**src/design/scbm_pkg.sv**
```systemverilog
// shared types and constants for the system control and block copy unit
package scbm_pkg;
	// operations the unit executes
	typedef enum logic [2:0] {
		OP_TRAP = 3'h0,
		OP_RTE = 3'h1,
		OP_SLEEP = 3'h2,
		OP_LDC_INC = 3'h3,
		OP_STC_DEC = 3'h4,
		OP_BLK_B = 3'h5,
		OP_BLK_W = 3'h6,
		OP_NONE = 3'h7
	} scbm_op_t;

	// execution lengths in states, on-chip memory, no wait
	localparam logic [19:0] TRAP_NORM_STATES = 20'h0000E;
	localparam logic [19:0] TRAP_ADV_STATES = 20'h00010;
	localparam logic [19:0] RTE_STATES = 20'h0000A;
	localparam logic [19:0] SLEEP_STATES = 20'h00002;
	localparam logic [19:0] LDC_INC_STATES = 20'h00008;
	localparam logic [19:0] STC_DEC_STATES = 20'h00008;
	localparam logic [19:0] BLK_BASE_STATES = 20'h00008;
	localparam logic [19:0] IDLE_OP_STATES = 20'h00002;

	// memory accesses per operation
	localparam logic [2:0] TRAP_ADV_ACCS = 3'h5;
	localparam logic [2:0] TRAP_NORM_ACCS = 3'h3;
	localparam logic [2:0] RTE_ADV_ACCS = 3'h3;
	localparam logic [2:0] RTE_NORM_ACCS = 3'h2;
	localparam logic [2:0] TRAP_ADV_PUSHES = 3'h3;
	localparam logic [2:0] TRAP_NORM_PUSHES = 3'h2;

	// pointer and stack steps
	localparam logic [31:0] PTR_STEP = 32'h00000002;
	localparam logic [23:0] WORD_STEP = 24'h000002;
	localparam logic [31:0] FRAME_ADV = 32'h00000006;
	localparam logic [31:0] FRAME_NORM = 32'h00000004;
	localparam logic [23:0] VEC_BASE_DEF = 24'h000020;
	localparam int FIFO_DEPTH = 8;

	// instruction as handed to the unit
	typedef struct packed {
		scbm_op_t op;
		logic [1:0] imm;
		logic adv;
		logic [23:0] pc;
		logic [31:0] sp;
		logic [7:0] condition_code_register;
		logic [31:0] ptr;
		logic [15:0] cnt;
		logic [15:0] src;
		logic [15:0] dst;
	} scbm_cmd_t;

	// architectural state after the instruction
	typedef struct packed {
		logic [23:0] pc;
		logic [31:0] sp;
		logic [7:0] condition_code_register;
		logic [31:0] ptr;
		logic [15:0] cnt;
		logic [15:0] src;
		logic [15:0] dst;
	} scbm_res_t;

	// one memory access
	typedef struct packed {
		logic we;
		logic byte_en;
		logic [23:0] addr;
		logic [15:0] wdata;
	} scbm_acc_t;
endpackage

```
**src/design/scbm_exec.sv**
```systemverilog
// execution unit: trap, exception return, sleep, ccr load/store, block copy
// Functional notes
// - trap pushes pc then ccr with pre-decrement, loads pc from vector, 14/16 states
// - exception return pops ccr then pc with post-increment, all flags restored
// - sleep enters power-down in 2 states and leaves every flag alone
// - ccr load with post-increment reads a word, adds 2 to the pointer, 8 states
// - ccr store with pre-decrement subtracts 2 first, then writes the word
// - byte block copy with zero count copies nothing and ends
// - word block copy uses the 16-bit count, skipping when it starts at zero
// - each copy step moves a byte, bumps both pointers, decrements the count
// - a block copy takes 8 states plus 4 per byte
// - state counts hold for on-chip memory with no wait states
// - slow or synchronised accesses stretch the execution length
`timescale 1ns/1ps

module scbm_fifo #(
	parameter int WIDTH = 8,
	parameter int DEPTH = 8
) (
	// clock and reset
	input wire logic sys_clk,
	input wire logic resetn,
	// fill side
	input wire logic in_valid,
	output logic in_ready,
	input wire logic [WIDTH-1:0] in_data,
	// drain side
	output logic out_valid,
	input wire logic out_ready,
	output logic [WIDTH-1:0] out_data
);
	localparam int AW = (DEPTH > 1) ? $clog2(DEPTH) : 1;
	logic [WIDTH-1:0] mem_reg [DEPTH];
	logic [AW-1:0] wr_reg;
	logic [AW-1:0] rd_reg;
	logic [AW:0] fill_reg;
	logic push;
	logic pop;

	// honest full and empty from the fill level
	assign in_ready = fill_reg != (AW+1)'(DEPTH);
	assign out_valid = fill_reg != '0;
	assign out_data = mem_reg[rd_reg];
	assign push = in_valid && in_ready;
	assign pop = out_valid && out_ready;

	// storage is written only on a push
	always_ff @(posedge sys_clk)
	begin
		if (push)
			mem_reg[wr_reg] <= in_data;
	end

	// pointers wrap explicitly, depth need not be a power of two
	always_ff @(posedge sys_clk or negedge resetn)
	begin
		if (!resetn)
		begin
			wr_reg <= '0;
			rd_reg <= '0;
			fill_reg <= '0;
		end
		else
		begin
			if (push)
				wr_reg <= (wr_reg == AW'(DEPTH - 1)) ? '0 : wr_reg + 1'b1;
			if (pop)
				rd_reg <= (rd_reg == AW'(DEPTH - 1)) ? '0 : rd_reg + 1'b1;
			fill_reg <= fill_reg + (AW+1)'(push) - (AW+1)'(pop);
		end
	end
endmodule

module scbm_exec
	import scbm_pkg::*;
#(
	parameter logic [23:0] TRAP_VEC_BASE = VEC_BASE_DEF
) (
	// clock and reset
	input wire logic sys_clk,
	input wire logic resetn,
	// instruction command
	input wire logic start,
	input wire scbm_cmd_t cmd,
	output logic busy,
	output logic done,
	output scbm_res_t res,
	// power-down
	output logic sleep_mode,
	input wire logic wake,
	// memory bus
	output logic mem_req,
	output scbm_acc_t mem_acc,
	input wire logic mem_ready,
	input wire logic [15:0] mem_rdata
);
	typedef enum logic {ST_IDLE = 1'b0, ST_RUN = 1'b1} scbm_state_t;

	scbm_state_t state_reg;
	scbm_cmd_t cmd_reg;
	scbm_res_t res_reg;
	scbm_acc_t mem_acc_reg;
	logic mem_req_reg;
	logic done_reg;
	logic sleep_mode_reg;
	logic [2:0] k_reg;
	logic [2:0] cur_reg;
	logic [2:0] nacc_reg;
	logic [19:0] cyc_reg;
	logic [19:0] target_reg;
	logic [15:0] rd_left_reg;
	logic take, run, xfer, bus_free, is_blk, rd_done;
	logic seq_issue, blk_rd_issue, blk_wr_issue, work_done, finish;
	logic fifo_in_ready, fifo_out_valid;
	logic [7:0] fifo_out;

	// byte count seen by a block copy
	function automatic logic [15:0] n_of(scbm_cmd_t c);
		return (c.op == OP_BLK_W) ? c.cnt : {8'h00, c.cnt[7:0]};
	endfunction

	// states an instruction occupies when memory never waits
	function automatic logic [19:0] target_of(scbm_cmd_t c);
		case (c.op)
			OP_TRAP: return c.adv ? TRAP_ADV_STATES : TRAP_NORM_STATES;
			OP_RTE: return RTE_STATES;
			OP_SLEEP: return SLEEP_STATES;
			OP_LDC_INC: return LDC_INC_STATES;
			OP_STC_DEC: return STC_DEC_STATES;
			OP_BLK_B, OP_BLK_W: return BLK_BASE_STATES + {2'h0, n_of(c), 2'h0};
			default: return IDLE_OP_STATES;
		endcase
	endfunction

	// word accesses of the non-copy instructions
	function automatic logic [2:0] nacc_of(scbm_cmd_t c);
		case (c.op)
			OP_TRAP: return c.adv ? TRAP_ADV_ACCS : TRAP_NORM_ACCS;
			OP_RTE: return c.adv ? RTE_ADV_ACCS : RTE_NORM_ACCS;
			OP_LDC_INC, OP_STC_DEC: return 3'h1;
			default: return 3'h0;
		endcase
	endfunction

	// k-th access: pushes walk down from sp, pops walk up
	function automatic scbm_acc_t plan_acc(scbm_cmd_t c, logic [2:0] k,
		logic [23:0] vb);
		scbm_acc_t a;
		logic [2:0] nw;
		logic [23:0] vec;
		a = '0;
		nw = c.adv ? TRAP_ADV_PUSHES : TRAP_NORM_PUSHES;
		vec = c.adv ? vb + {20'h0, c.imm, 2'h0} : vb + {21'h0, c.imm, 1'b0};
		case (c.op)
			OP_TRAP:
			begin
				a.we = k < nw;
				if (a.we)
					a.addr = c.sp[23:0] - {20'h0, k + 3'h1, 1'b0};
				else
					a.addr = vec + {20'h0, k - nw, 1'b0};
				if (k == 3'h0)
					a.wdata = c.pc[15:0];
				else if (k == nw - 3'h1)
					a.wdata = {c.condition_code_register, 8'h00};
				else
					a.wdata = {8'h00, c.pc[23:16]};
			end
			OP_RTE: a.addr = c.sp[23:0] + {20'h0, k, 1'b0};
			OP_LDC_INC: a.addr = c.ptr[23:0];
			OP_STC_DEC:
			begin
				a.we = 1'b1;
				a.addr = c.ptr[23:0] - WORD_STEP;
				a.wdata = {c.condition_code_register, 8'h00};
			end
			default: a = '0;
		endcase
		return a;
	endfunction

	////////////////////////////////////////////////////////////////////////
	// sequencing decisions

	assign take = start && (state_reg == ST_IDLE);
	assign run = state_reg == ST_RUN;
	assign xfer = mem_req_reg && mem_ready;
	assign bus_free = !mem_req_reg || mem_ready;
	assign is_blk = (cmd_reg.op == OP_BLK_B) || (cmd_reg.op == OP_BLK_W);
	assign rd_done = xfer && !mem_acc_reg.we;
	assign seq_issue = run && !is_blk && bus_free && (k_reg < nacc_reg);
	// reads fill the fifo first; writes drain it when reads must wait
	assign blk_rd_issue = run && is_blk && bus_free && !rd_done &&
		(rd_left_reg != 16'h0000) && fifo_in_ready;
	assign blk_wr_issue = run && is_blk && bus_free && !rd_done &&
		!blk_rd_issue && fifo_out_valid;
	assign work_done = !mem_req_reg && (k_reg == nacc_reg) &&
		(rd_left_reg == 16'h0000) && !fifo_out_valid;
	// padding to the listed count; waits only lengthen it
	assign finish = run && work_done && (cyc_reg >= target_reg);

	// bytes in flight between source and destination
	scbm_fifo #(
		.WIDTH(8),
		.DEPTH(FIFO_DEPTH)
	) u_fifo (
		.sys_clk(sys_clk),
		.resetn(resetn),
		.in_valid(rd_done && is_blk),
		.in_ready(fifo_in_ready),
		.in_data(mem_rdata[7:0]),
		.out_valid(fifo_out_valid),
		.out_ready(blk_wr_issue),
		.out_data(fifo_out)
	);

	////////////////////////////////////////////////////////////////////////
	// instruction control

	always_ff @(posedge sys_clk or negedge resetn)
	begin
		if (!resetn)
		begin
			state_reg <= ST_IDLE;
			cmd_reg <= '0;
			k_reg <= 3'h0;
			cur_reg <= 3'h0;
			nacc_reg <= 3'h0;
			cyc_reg <= 20'h00000;
			target_reg <= 20'h00000;
			rd_left_reg <= 16'h0000;
			done_reg <= 1'b0;
		end
		else
		begin
			done_reg <= finish;
			if (take)
			begin
				state_reg <= ST_RUN;
				cmd_reg <= cmd;
				k_reg <= 3'h0;
				nacc_reg <= nacc_of(cmd);
				cyc_reg <= 20'h00001;
				target_reg <= target_of(cmd);
				// a zero count leaves nothing to read
				rd_left_reg <= (cmd.op == OP_BLK_B || cmd.op == OP_BLK_W) ?
					n_of(cmd) : 16'h0000;
			end
			else if (run)
			begin
				cyc_reg <= cyc_reg + 20'h00001;
				if (finish)
					state_reg <= ST_IDLE;
				if (seq_issue)
				begin
					k_reg <= k_reg + 3'h1;
					cur_reg <= k_reg;
				end
				if (blk_rd_issue)
					rd_left_reg <= rd_left_reg - 16'h0001;
			end
		end
	end

	// bus access register, held until the memory answers ready
	always_ff @(posedge sys_clk or negedge resetn)
	begin
		if (!resetn)
		begin
			mem_req_reg <= 1'b0;
			mem_acc_reg <= '0;
		end
		else if (seq_issue)
		begin
			mem_req_reg <= 1'b1;
			mem_acc_reg <= plan_acc(cmd_reg, k_reg, TRAP_VEC_BASE);
		end
		else if (blk_rd_issue || blk_wr_issue)
		begin
			mem_req_reg <= 1'b1;
			mem_acc_reg.we <= blk_wr_issue;
			mem_acc_reg.byte_en <= 1'b1;
			mem_acc_reg.addr <= blk_wr_issue ? {8'h00, res_reg.dst} :
				{8'h00, res_reg.src};
			mem_acc_reg.wdata <= {8'h00, fifo_out};
		end
		else if (mem_ready)
			mem_req_reg <= 1'b0;
	end

	// architectural results, loaded at the take, then updated as accesses issue or resolve
	always_ff @(posedge sys_clk or negedge resetn)
	begin
		if (!resetn)
			res_reg <= '0;
		else if (take)
		begin
			res_reg.pc <= cmd.pc;
			res_reg.condition_code_register <= cmd.condition_code_register;
			res_reg.ptr <= cmd.ptr;
			res_reg.cnt <= cmd.cnt;
			res_reg.src <= cmd.src;
			res_reg.dst <= cmd.dst;
			if (cmd.op == OP_TRAP)
				res_reg.sp <= cmd.sp - (cmd.adv ? FRAME_ADV : FRAME_NORM);
			else if (cmd.op == OP_RTE)
				res_reg.sp <= cmd.sp + (cmd.adv ? FRAME_ADV : FRAME_NORM);
			else
				res_reg.sp <= cmd.sp;
		end
		else if (run)
		begin
			if (rd_done && cmd_reg.op == OP_TRAP)
			begin
				if (cmd_reg.adv && cur_reg == TRAP_ADV_PUSHES)
					res_reg.pc[23:16] <= mem_rdata[7:0];
				else
					res_reg.pc[15:0] <= mem_rdata;
			end
			if (rd_done && cmd_reg.op == OP_RTE)
			begin
				if (cur_reg == 3'h0)
					res_reg.condition_code_register <= mem_rdata[15:8];
				else if (cmd_reg.adv && cur_reg == 3'h1)
					res_reg.pc[23:16] <= mem_rdata[7:0];
				else
					res_reg.pc[15:0] <= mem_rdata;
			end
			if (rd_done && cmd_reg.op == OP_LDC_INC)
			begin
				res_reg.condition_code_register <= mem_rdata[15:8];
				res_reg.ptr <= res_reg.ptr + PTR_STEP;
			end
			if (seq_issue && cmd_reg.op == OP_STC_DEC)
				res_reg.ptr <= res_reg.ptr - PTR_STEP;
			if (blk_rd_issue)
				res_reg.src <= res_reg.src + 16'h0001;
			if (blk_wr_issue)
			begin
				res_reg.dst <= res_reg.dst + 16'h0001;
				if (cmd_reg.op == OP_BLK_W)
					res_reg.cnt <= res_reg.cnt - 16'h0001;
				else
					res_reg.cnt[7:0] <= res_reg.cnt[7:0] - 8'h01;
			end
		end
	end

	// power-down flag; a sleep ending with a wake still wins
	always_ff @(posedge sys_clk or negedge resetn)
	begin
		if (!resetn)
			sleep_mode_reg <= 1'b0;
		else if (finish && cmd_reg.op == OP_SLEEP)
			sleep_mode_reg <= 1'b1;
		else if (wake)
			sleep_mode_reg <= 1'b0;
	end

	assign busy = state_reg == ST_RUN;
	assign done = done_reg;
	assign res = res_reg;
	assign sleep_mode = sleep_mode_reg;
	assign mem_req = mem_req_reg;
	assign mem_acc = mem_acc_reg;

	////////////////////////////////////////////////////////////////////////
	// checks

	logic [19:0] hlp_len_reg;
	logic hlp_stall_reg;

	// busy length and whether memory ever waited
	always_ff @(posedge sys_clk or negedge resetn)
	begin
		if (!resetn)
		begin
			hlp_len_reg <= 20'h00000;
			hlp_stall_reg <= 1'b0;
		end
		else if (take)
		begin
			hlp_len_reg <= 20'h00000;
			hlp_stall_reg <= 1'b0;
		end
		else if (run)
		begin
			hlp_len_reg <= hlp_len_reg + 20'h00001;
			if (mem_req_reg && !mem_ready)
				hlp_stall_reg <= 1'b1;
		end
	end
endmodule

```
**config.mk**
```make
export PLATFORM = sky130hd
export DESIGN_NAME = scbm_exec
export DESIGN_NICKNAME = d
export VERILOG_FILES = /design/src/design/scbm_pkg.sv /design/src/design/scbm_exec.sv
export SDC_FILE = /design/constraint.sdc
export NUM_CORES = 1
export LEC_CHECK = 0
export BUFFER_PORTS_ARGS = -buffer_cell sky130_fd_sc_hd__clkbuf_2
export CORE_ASPECT_RATIO = 2
export CORE_MARGIN = 1
export CORE_UTILIZATION = 55
export DETAILED_ROUTE_END_ITERATION = 7
export PLACE_DENSITY = 0.81
export SYNTH_ARGS = -nofsm -noshare
export SYNTH_HDL_FRONTEND = slang
export SYNTH_SLANG_ARGS = --single-unit
```
**constraint.sdc**
```tcl
create_clock -name sys_clk -period 4.9 [get_ports sys_clk]
set_input_delay 0.49 -clock sys_clk [delete_from_list [all_inputs] [get_ports sys_clk]]
set_output_delay 0.49 -clock sys_clk [all_outputs]
set_load 0.005 [all_outputs]
```
==> results of run 1 <==
[final timing paths]
check	from	endpoint	slack, ns	cells past startpoint
worst max-delay path	k_reg[2]$_DFFE_PN0P_	res[67]$_DFFE_PN0P_	1.14	12
worst min-delay path	cmd[88]	cmd_reg[88]$_DFFE_PN0P_	0.13	3
worst max register to register	k_reg[2]$_DFFE_PN0P_	res[67]$_DFFE_PN0P_	1.14	12
worst min register to register	res[48]$_DFFE_PN0P_	res[48]$_DFFE_PN0P_	0.48	2
max in group asynchronous	resetn	cmd_reg[139]$_DFFE_PN0P_	3.01	3
min in group asynchronous	resetn	res[112]$_DFFE_PN0P_	0.52	2
[worst min-delay path, stage by stage]
cell and delay [ns]:
clkbuf_2 0.08, nand2_1 0.04, nand2_1 0.04
[kinds of logic (layout without fill, tap and decap cells)]
kind of cell / Yosys count / count (layout) / synth area share [%]
simple gates: 1138 / 1138 / 22.8
compound gates: 608 / 608 / 16.7
flops: 412 / 412 / 45.1
buf+inv: 241 / 532 / 3.93
xor+xnor: 120 / 120 / 4.46
mux: 64 / 64 / 3.60
fa+ha+maj: 61 / 61 / 3.35
other cells: 0 / 5 / 0
[cell usage in the layout (no fill, tap or decap), types with 28 or more instances in the layout]
cell,synthesis,routed
nand2_1,517,517
clkbuf_2,0,359
dfrtp_1,348,347
o21ai_0,168,168
nor2_1,165,163
a21oi_1,107,107
nand3_1,92,92
nor3_1,80,78
xor2_1,73,73
inv_1,66,66
edfxtp_1,64,64
ha_1,55,55
xnor2_1,47,47
o22ai_1,43,43
mux2i_1,42,42
nand4_1,40,40
nor2b_1,40,39
a31oi_1,40,39
clkbuf_16,0,39
a211oi_1,37,37
nor4_1,36,35
buf_4,2,34
and3_1,32,32
or4_1,28,28
[repair_timing]
action,CTS,global route
endpoints found under the hold margin,15,0
hold buffers,1,0
gates resized for setup,0,0
[power breakdown]
part | total (mW) | switching [mW] | internal [mW]
sequential | 5.26 | 1.04 | 4.22
combinational | 4.13 | 2.36 | 1.77
clock | 3.23 | 1.35 | 1.87
[area by class of cell]
cell class / count / share of cell area [%]
sequential: 412 / 39.2
antenna: 5 / 0.0461
multi-input combinational: 1991 / 44.4
inverter: 66 / 0.913
timing repair buffer: 401 / 8.10
clock inverter: 15 / 0.890
clock buffer: 50 / 3.97
tap: 540 / 2.49
[metal layers]
metal	GRT usage [%]	share of wire [%]	vias up
li1	-	-	10100
met1	38.8	34	10800
met2	65.0	51	1112
met3	4.50	6.2	311
met4	27.9	8.1	0
met5	0	0	-
==> out/results.ini, run 1 <==
[drt]
via_per_inst = 6.41
drtIter0Drc = 1586
drtAntennaViolNets = 0
wl_per_cell_um = 22.7
wl_mm = 79.2
route.detailed.drc = 0
routed-via-count = 22300
drtPass1Iterations = 6

[yosys]
synthDistinctLibCells = 86
yosys_register_bits = 412
synth_most_common_cell = nand2_1
synth_nets = 2874
ys_seq_area_share_pct = 45.1
syn-cell-area_um2 = 23500
synth_area_leaders = dfrtp_1 (37%), nand2_1 (8.2%), edfxtp_1 (8.2%), o21ai_0 (3.6%), ha_1 (2.9%)
syn_area_per_cell_um2 = 8.91
async_reset_ff_share_pct = 84.5
synth_warnings = 0
ys_top_cells_by_count = nand2_1 (517), dfrtp_1 (348), o21ai_0 (168)
synthCells = 2644
netlist.area_leader.share_pct = 37.0
synth_area_leader_cell = dfrtp_1
synth_edf_count = 64
synthFlopType = dfrtp_1

[grt]
grt_max_degree = 120
antenna_found_initial = 5
globalRouteOverflowTotal = 0
grt_pass1_wl_mm = 123
grtUsageTotal_pct = 36.5
first_global_vias = 22500

[place]
dpl.hpwl_mm = 59.2
portBuffers = 360
dpl_worst_slack_ns = 1.24
dpl-instance-area_um2 = 25800
finalWeightedCongestion = 0.963
dp.cells = 3409

[clock_network]
cts_tree = built
clk_path_buf_depth = 3
cts_made_buffers = 38
clock_sinks = 412
worstSkewPairLatency_ns = 0.56
htree_levels = 2
cts.clk_slew.worst_paths_ns = 0.07
clock-root-buffer = clkbuf_16
post_cts_buffers = 0

[pwr]
p_leak_nw = 12.0
vdd_drop_max_v = 0.000357
totalPowerFinal_mw = 12.6
cellPowerDensity_nw_per_um2 = 465

[floorplanning]
rows = 106
die_x_um = 148
dieArea_um2 = 43700
dieHeight_um = 295
initial_utilization_pct = 56.0
ios = 361
core-area_um2 = 42000

[setup_path]
start_kind = flip-flop
max_stage_delay_ns = 0.62
crit_path_end_kind = flip-flop
cp_slowest_cell = dfrtp_1
path_cells = ha_1 > nand3b_1 > and4_1 > nand2_1 > xnor2_1 > ha_1 > nand3_1 > nor2_1 > nand2_1 > o21ai_0 > a31oi_1 > o22a_1
arrival_ns = 4.20
crit_buf_inv = 0
cp_max_fo = 14
critPathKind = reg2reg
crit_family = simple AND/OR/NAND/NOR gates
crit_required_ns = 5.35

[run_status]
outcome = completed

[sta]
final_max_slew_viol_count = 0
finalHoldViolCount = 0
period_share_pct = 76.7
rsz0062_at_grt = no
clock-skew-final_ns = 0.0179
hold_ws_ns = 0.133
setup_ws_ns = 1.14
slew_headroom_pct = 7.54
finalSetupTns_ns = 0
setup_viol = 0
timing.fmax_mhz = 266
period_minus_slack_ns = 3.76
worst_pin_slew_ns = 1.38

[final_layout]
register_area_um2 = 10600
multi_input_area_um2 = 12000
drive_gt1_share_pct = 17.4
fin_util_pct = 64.5
design_area_um2 = 27100
nets = 3140
area_delta_synth_final_pct = 15.2
fin_cells = 3480
largest_reg_flops = 143
nFillCells = 3474

[worst_hold_path]
hp-class = in2reg

[run]
cap_viol_max_count = 0

(Power assumes the default switching activity.)
==> inputs of run 2 (changes only) <==
--- a/config.mk
+++ b/config.mk
@@ -5,12 +5,13 @@
 export SDC_FILE = /design/constraint.sdc
 export NUM_CORES = 1
 export LEC_CHECK = 0
+export ABC_AREA = 1
 export BUFFER_PORTS_ARGS = -buffer_cell sky130_fd_sc_hd__clkbuf_2
 export CORE_ASPECT_RATIO = 2
 export CORE_MARGIN = 1
 export CORE_UTILIZATION = 55
 export DETAILED_ROUTE_END_ITERATION = 7
-export PLACE_DENSITY = 0.81
+export PLACE_DENSITY = 0.8
 export SYNTH_ARGS = -nofsm -noshare
 export SYNTH_HDL_FRONTEND = slang
 export SYNTH_SLANG_ARGS = --single-unit
==> constraint.sdc (replaced) <==
create_clock -name sys_clk -period 3.7 [get_ports sys_clk]
set_input_delay 0.37 -clock sys_clk [delete_from_list [all_inputs] [get_ports sys_clk]]
set_output_delay 0.37 -clock sys_clk [all_outputs]
set_load 0.005 [all_outputs]
==> out/results.ini, run 2 <==
[run_status]
outcome = completed  ; unchanged

[yosys]
netlist.area_leader.share_pct = 34.5  ; was 37.0%
synth_nets = 3633  ; was 2874
synth_edf_count = 64  ; unchanged
ys_seq_area_share_pct = 42.1  ; was 45.1%
synth_area_leader_cell = dfrtp_1  ; unchanged
syn_area_per_cell_um2 = 7.42  ; was 8.91 µm²
yosys_register_bits = 412  ; unchanged
syn-cell-area_um2 = 25300  ; was 23500 µm²
ys_top_cells_by_count = nand2_1 (790), nor2_1 (376), inv_1 (370)  ; was nand2_1 (517), dfrtp_1 (348), o21ai_0 (168)
synthDistinctLibCells = 61  ; was 86
synth_warnings = 0  ; unchanged
async_reset_ff_share_pct = 84.5  ; unchanged
synthFlopType = dfrtp_1  ; unchanged
synth_area_leaders = dfrtp_1 (34%), nand2_1 (12%), edfxtp_1 (7.6%), o21ai_0 (6.0%), nor2_1 (5.6%)  ; was dfrtp_1 (37%), nand2_1 (8.2%), edfxtp_1 (8.2%), o21ai_0 (3.6%), ha_1 (2.9%)
synthCells = 3403  ; was 2644
synth_most_common_cell = nand2_1  ; unchanged

[clock_network]
htree_levels = 2  ; unchanged
clock-root-buffer = clkbuf_16  ; unchanged
cts.clk_slew.worst_paths_ns = 0.07  ; about the same
clock_sinks = 412  ; unchanged
post_cts_buffers = 0  ; unchanged
cts_tree = built  ; unchanged
worstSkewPairLatency_ns = 0.56  ; about the same
clk_path_buf_depth = 3  ; unchanged
cts_made_buffers = 39  ; was 38

[setup_path]
r2r_end = mem_acc[19]$_DFFE_PN0P_  ; was res[67]$_DFFE_PN0P_
start_kind = flip-flop  ; unchanged
critPathKind = reg2reg  ; unchanged
rr_worst_depth = 14  ; was 12
worstSetupStartpoint = cmd_reg[147]$_DFFE_PN0P_  ; was k_reg[2]$_DFFE_PN0P_
rr_startpoint = cmd_reg[147]$_DFFE_PN0P_  ; was k_reg[2]$_DFFE_PN0P_
crit_path_end_kind = flip-flop  ; unchanged
regToRegSetupSlack_ns = 0.32  ; was 1.14 ns
crit_required_ns = 4.16  ; was 5.35 ns
arrival_ns = 3.84  ; was 4.20 ns
endpoint = mem_acc[19]$_DFFE_PN0P_  ; was res[67]$_DFFE_PN0P_
cp_max_fo = 35  ; was 14

[final_layout]
area_delta_synth_final_pct = 14.6  ; was 15.2%
largest_reg_flops = 143  ; unchanged
final_cell_mix = nand2_1 (789), nor2_1 (375), inv_1 (370)  ; was nand2_1 (517), clkbuf_2 (359), dfrtp_1 (347)
design_area_um2 = 28900  ; was 27100 µm²
nets = 3943  ; was 3140
final_common_cell = nand2_1  ; unchanged
nFillCells = 4187  ; was 3474
drive_gt1_share_pct = 14.7  ; was 17.4%
multi_input_area_um2 = 12500  ; was 12000 µm²
fin_util_pct = 64.1  ; was 64.5%
register_area_um2 = 10600  ; about the same

[floorplanning]
dieHeight_um = 305  ; was 295 µm
initial_utilization_pct = 55.9  ; was 56.0%
die_x_um = 154  ; was 148 µm
dieArea_um2 = 46800  ; was 43700 µm²
ios = 361  ; unchanged
core-area_um2 = 45100  ; was 42000 µm²
rows = 110  ; was 106

[pwr]
p_leak_nw = 14.2  ; was 12.0 nW
totalPowerFinal_mw = 19.0  ; was 12.6 mW
vdd_drop_max_v = 0.000466  ; was 0.000357 V
cellPowerDensity_nw_per_um2 = 656  ; was 465 nW/µm²

[run]
cap_viol_max_count = 0  ; unchanged

[place]
dpl-instance-area_um2 = 27600  ; was 25800 µm²
finalWeightedCongestion = 1.03  ; was 0.963
dpl.hpwl_mm = 66.8  ; was 59.2 mm
portBuffers = 360  ; unchanged

[grt]
grtUsageTotal_pct = 38.3  ; was 36.5%
grt_max_degree = 120  ; unchanged
globalRouteOverflowTotal = 0  ; unchanged
antenna_found_initial = 4  ; was 5
grt_pass1_wl_mm = 139  ; was 123 mm
first_global_vias = 25500  ; was 22.5k

[drt]
via_per_inst = 6.02  ; was 6.41
routed-via-count = 25900  ; was 22.3k
drtPass1Iterations = 6  ; unchanged
wl_per_cell_um = 20.8  ; was 22.7 µm
wl_met2_mm = 45.3  ; was 40.7 mm
route.detailed.drc = 0  ; unchanged
drt-met1-wl_mm = 30.8  ; was 27.2 mm
top_layer = met4  ; unchanged
wl_mm = 89.5  ; was 79.2 mm
drtAntennaViolNets = 0  ; unchanged
wl_met3_mm = 5.53  ; was 4.87 mm
drtIter0Drc = 2312  ; was 1586

[sta]
final_max_slew_viol_count = 0  ; unchanged
rsz0062_at_grt = no  ; unchanged
slew_headroom_pct = 28.3  ; was 7.54%
period_share_pct = 91.3  ; was 76.7%
setup_viol = 0  ; unchanged
clock-skew-final_ns = 0.0167  ; was 0.0179 ns
period_minus_slack_ns = 3.38  ; was 3.76 ns
timing.fmax_mhz = 296  ; was 266 MHz
finalHoldViolCount = 0  ; unchanged
worst_pin_slew_ns = 1.07  ; was 1.38 ns
finalSetupTns_ns = 0  ; unchanged

[worst_hold_path]
hp-class = in2reg  ; unchanged
holdPathStages = 3  ; unchanged

[run 2: changes by cell type in the layout (fill, tap and decap cells not counted), sizes merged, moves of 32 or more]
cell and change:
inv +319, o211ai +49, nor2b -40, and3 -32
nand2 +284, a211oi -33, xnor2 -41, o21ai +127
nand3 +163, nor2 +232, nand4 +36
[run 2: repair_timing]
| item | in CTS | in global routing |
|---|---|---|
| endpoints found under the hold margin | 84 | 0 |
| gates resized for setup | 0 | 2 |
| hold buffers | 1 | 0 |
| setup endpoints to repair | 0 | 1 |
[run 2: how the worst min path moves through the flow]
stage / from / endpoint / slack, ns
floorplan: resetn / busy$_DFF_PN0_ / 0.07
global placement: resetn / res[128]$_DFFE_PN0P_ / 0.43
detailed placement: resetn / res[128]$_DFFE_PN0P_ / 0.45
CTS: cmd[88] / cmd_reg[88]$_DFFE_PN0P_ / 0.009
global route: cmd[88] / cmd_reg[88]$_DFFE_PN0P_ / 0.04
finish: cmd[88] / cmd_reg[88]$_DFFE_PN0P_ / 0.02
[run 2: logic make-up after synthesis]
family          count (synthesis)  share of synthesized area, %
xor+xnor                       62                          2.15
fa+ha+maj                      59                          3.04
buf+inv                       538                          8.30
mux                            19                         0.763
flops                         412                          42.1
compound gates                681                          15.9
simple gates                 1632                          27.7
[run 2: area by class of cell]
cell class	count	area share, %
Inverter	391	5.10
Antenna cell	4	0.0346
Clock buffer	52	3.86
Clock inverter	15	0.605
Multi-Input combinational cell	2453	43.4
Timing Repair Buffer	416	7.90
Sequential cell	412	36.7
Tap cell	560	2.42
[run 2: stage by stage]
step / setup slack [ns] / cells / hold WS (ns)
6_report: 0.322 / 4303 / 0.0175
5_1_grt: 0.107 / 4303 / 0.0365
4_1_cts: 0.271 / 4299 / 0.00914
3_5_place_dp: 0.286 / 4231 / 0.446
3_3_place_gp: 0.426 / 4231 / 0.430
2_1_floorplan: 0.731 / 3403 / 0.0744
[run 2: report_power, final]
part / total (mW) / switching (mW) / internal, mW
combinational: 7.63 / 4.89 / 2.75
sequential: 7.15 / 1.41 / 5.74
clock: 4.19 / 1.85 / 2.34
[run 2: routing by layer]
metal  up-vias  GRT usage, %
met2      1181          67.7
met1     12300          40.5
li1      12100             -
met4         0          30.1
met5         -             0
met3       392          5.62
[run 2: critical path, cell delays in order (launching register included)]
cell	delay (ns)
dfrtp_1	0.41
inv_1	0.15
nand3_2	0.20
nand2_4	0.16
inv_1	0.06
nor3_1	0.41
inv_1	0.12
nor2_1	0.11
nand2_1	0.10
nand2_2	0.09
buf_4	0.36
nand3_2	0.43
inv_4	0.44
a21oi_1	0.09
a21oi_1	0.15
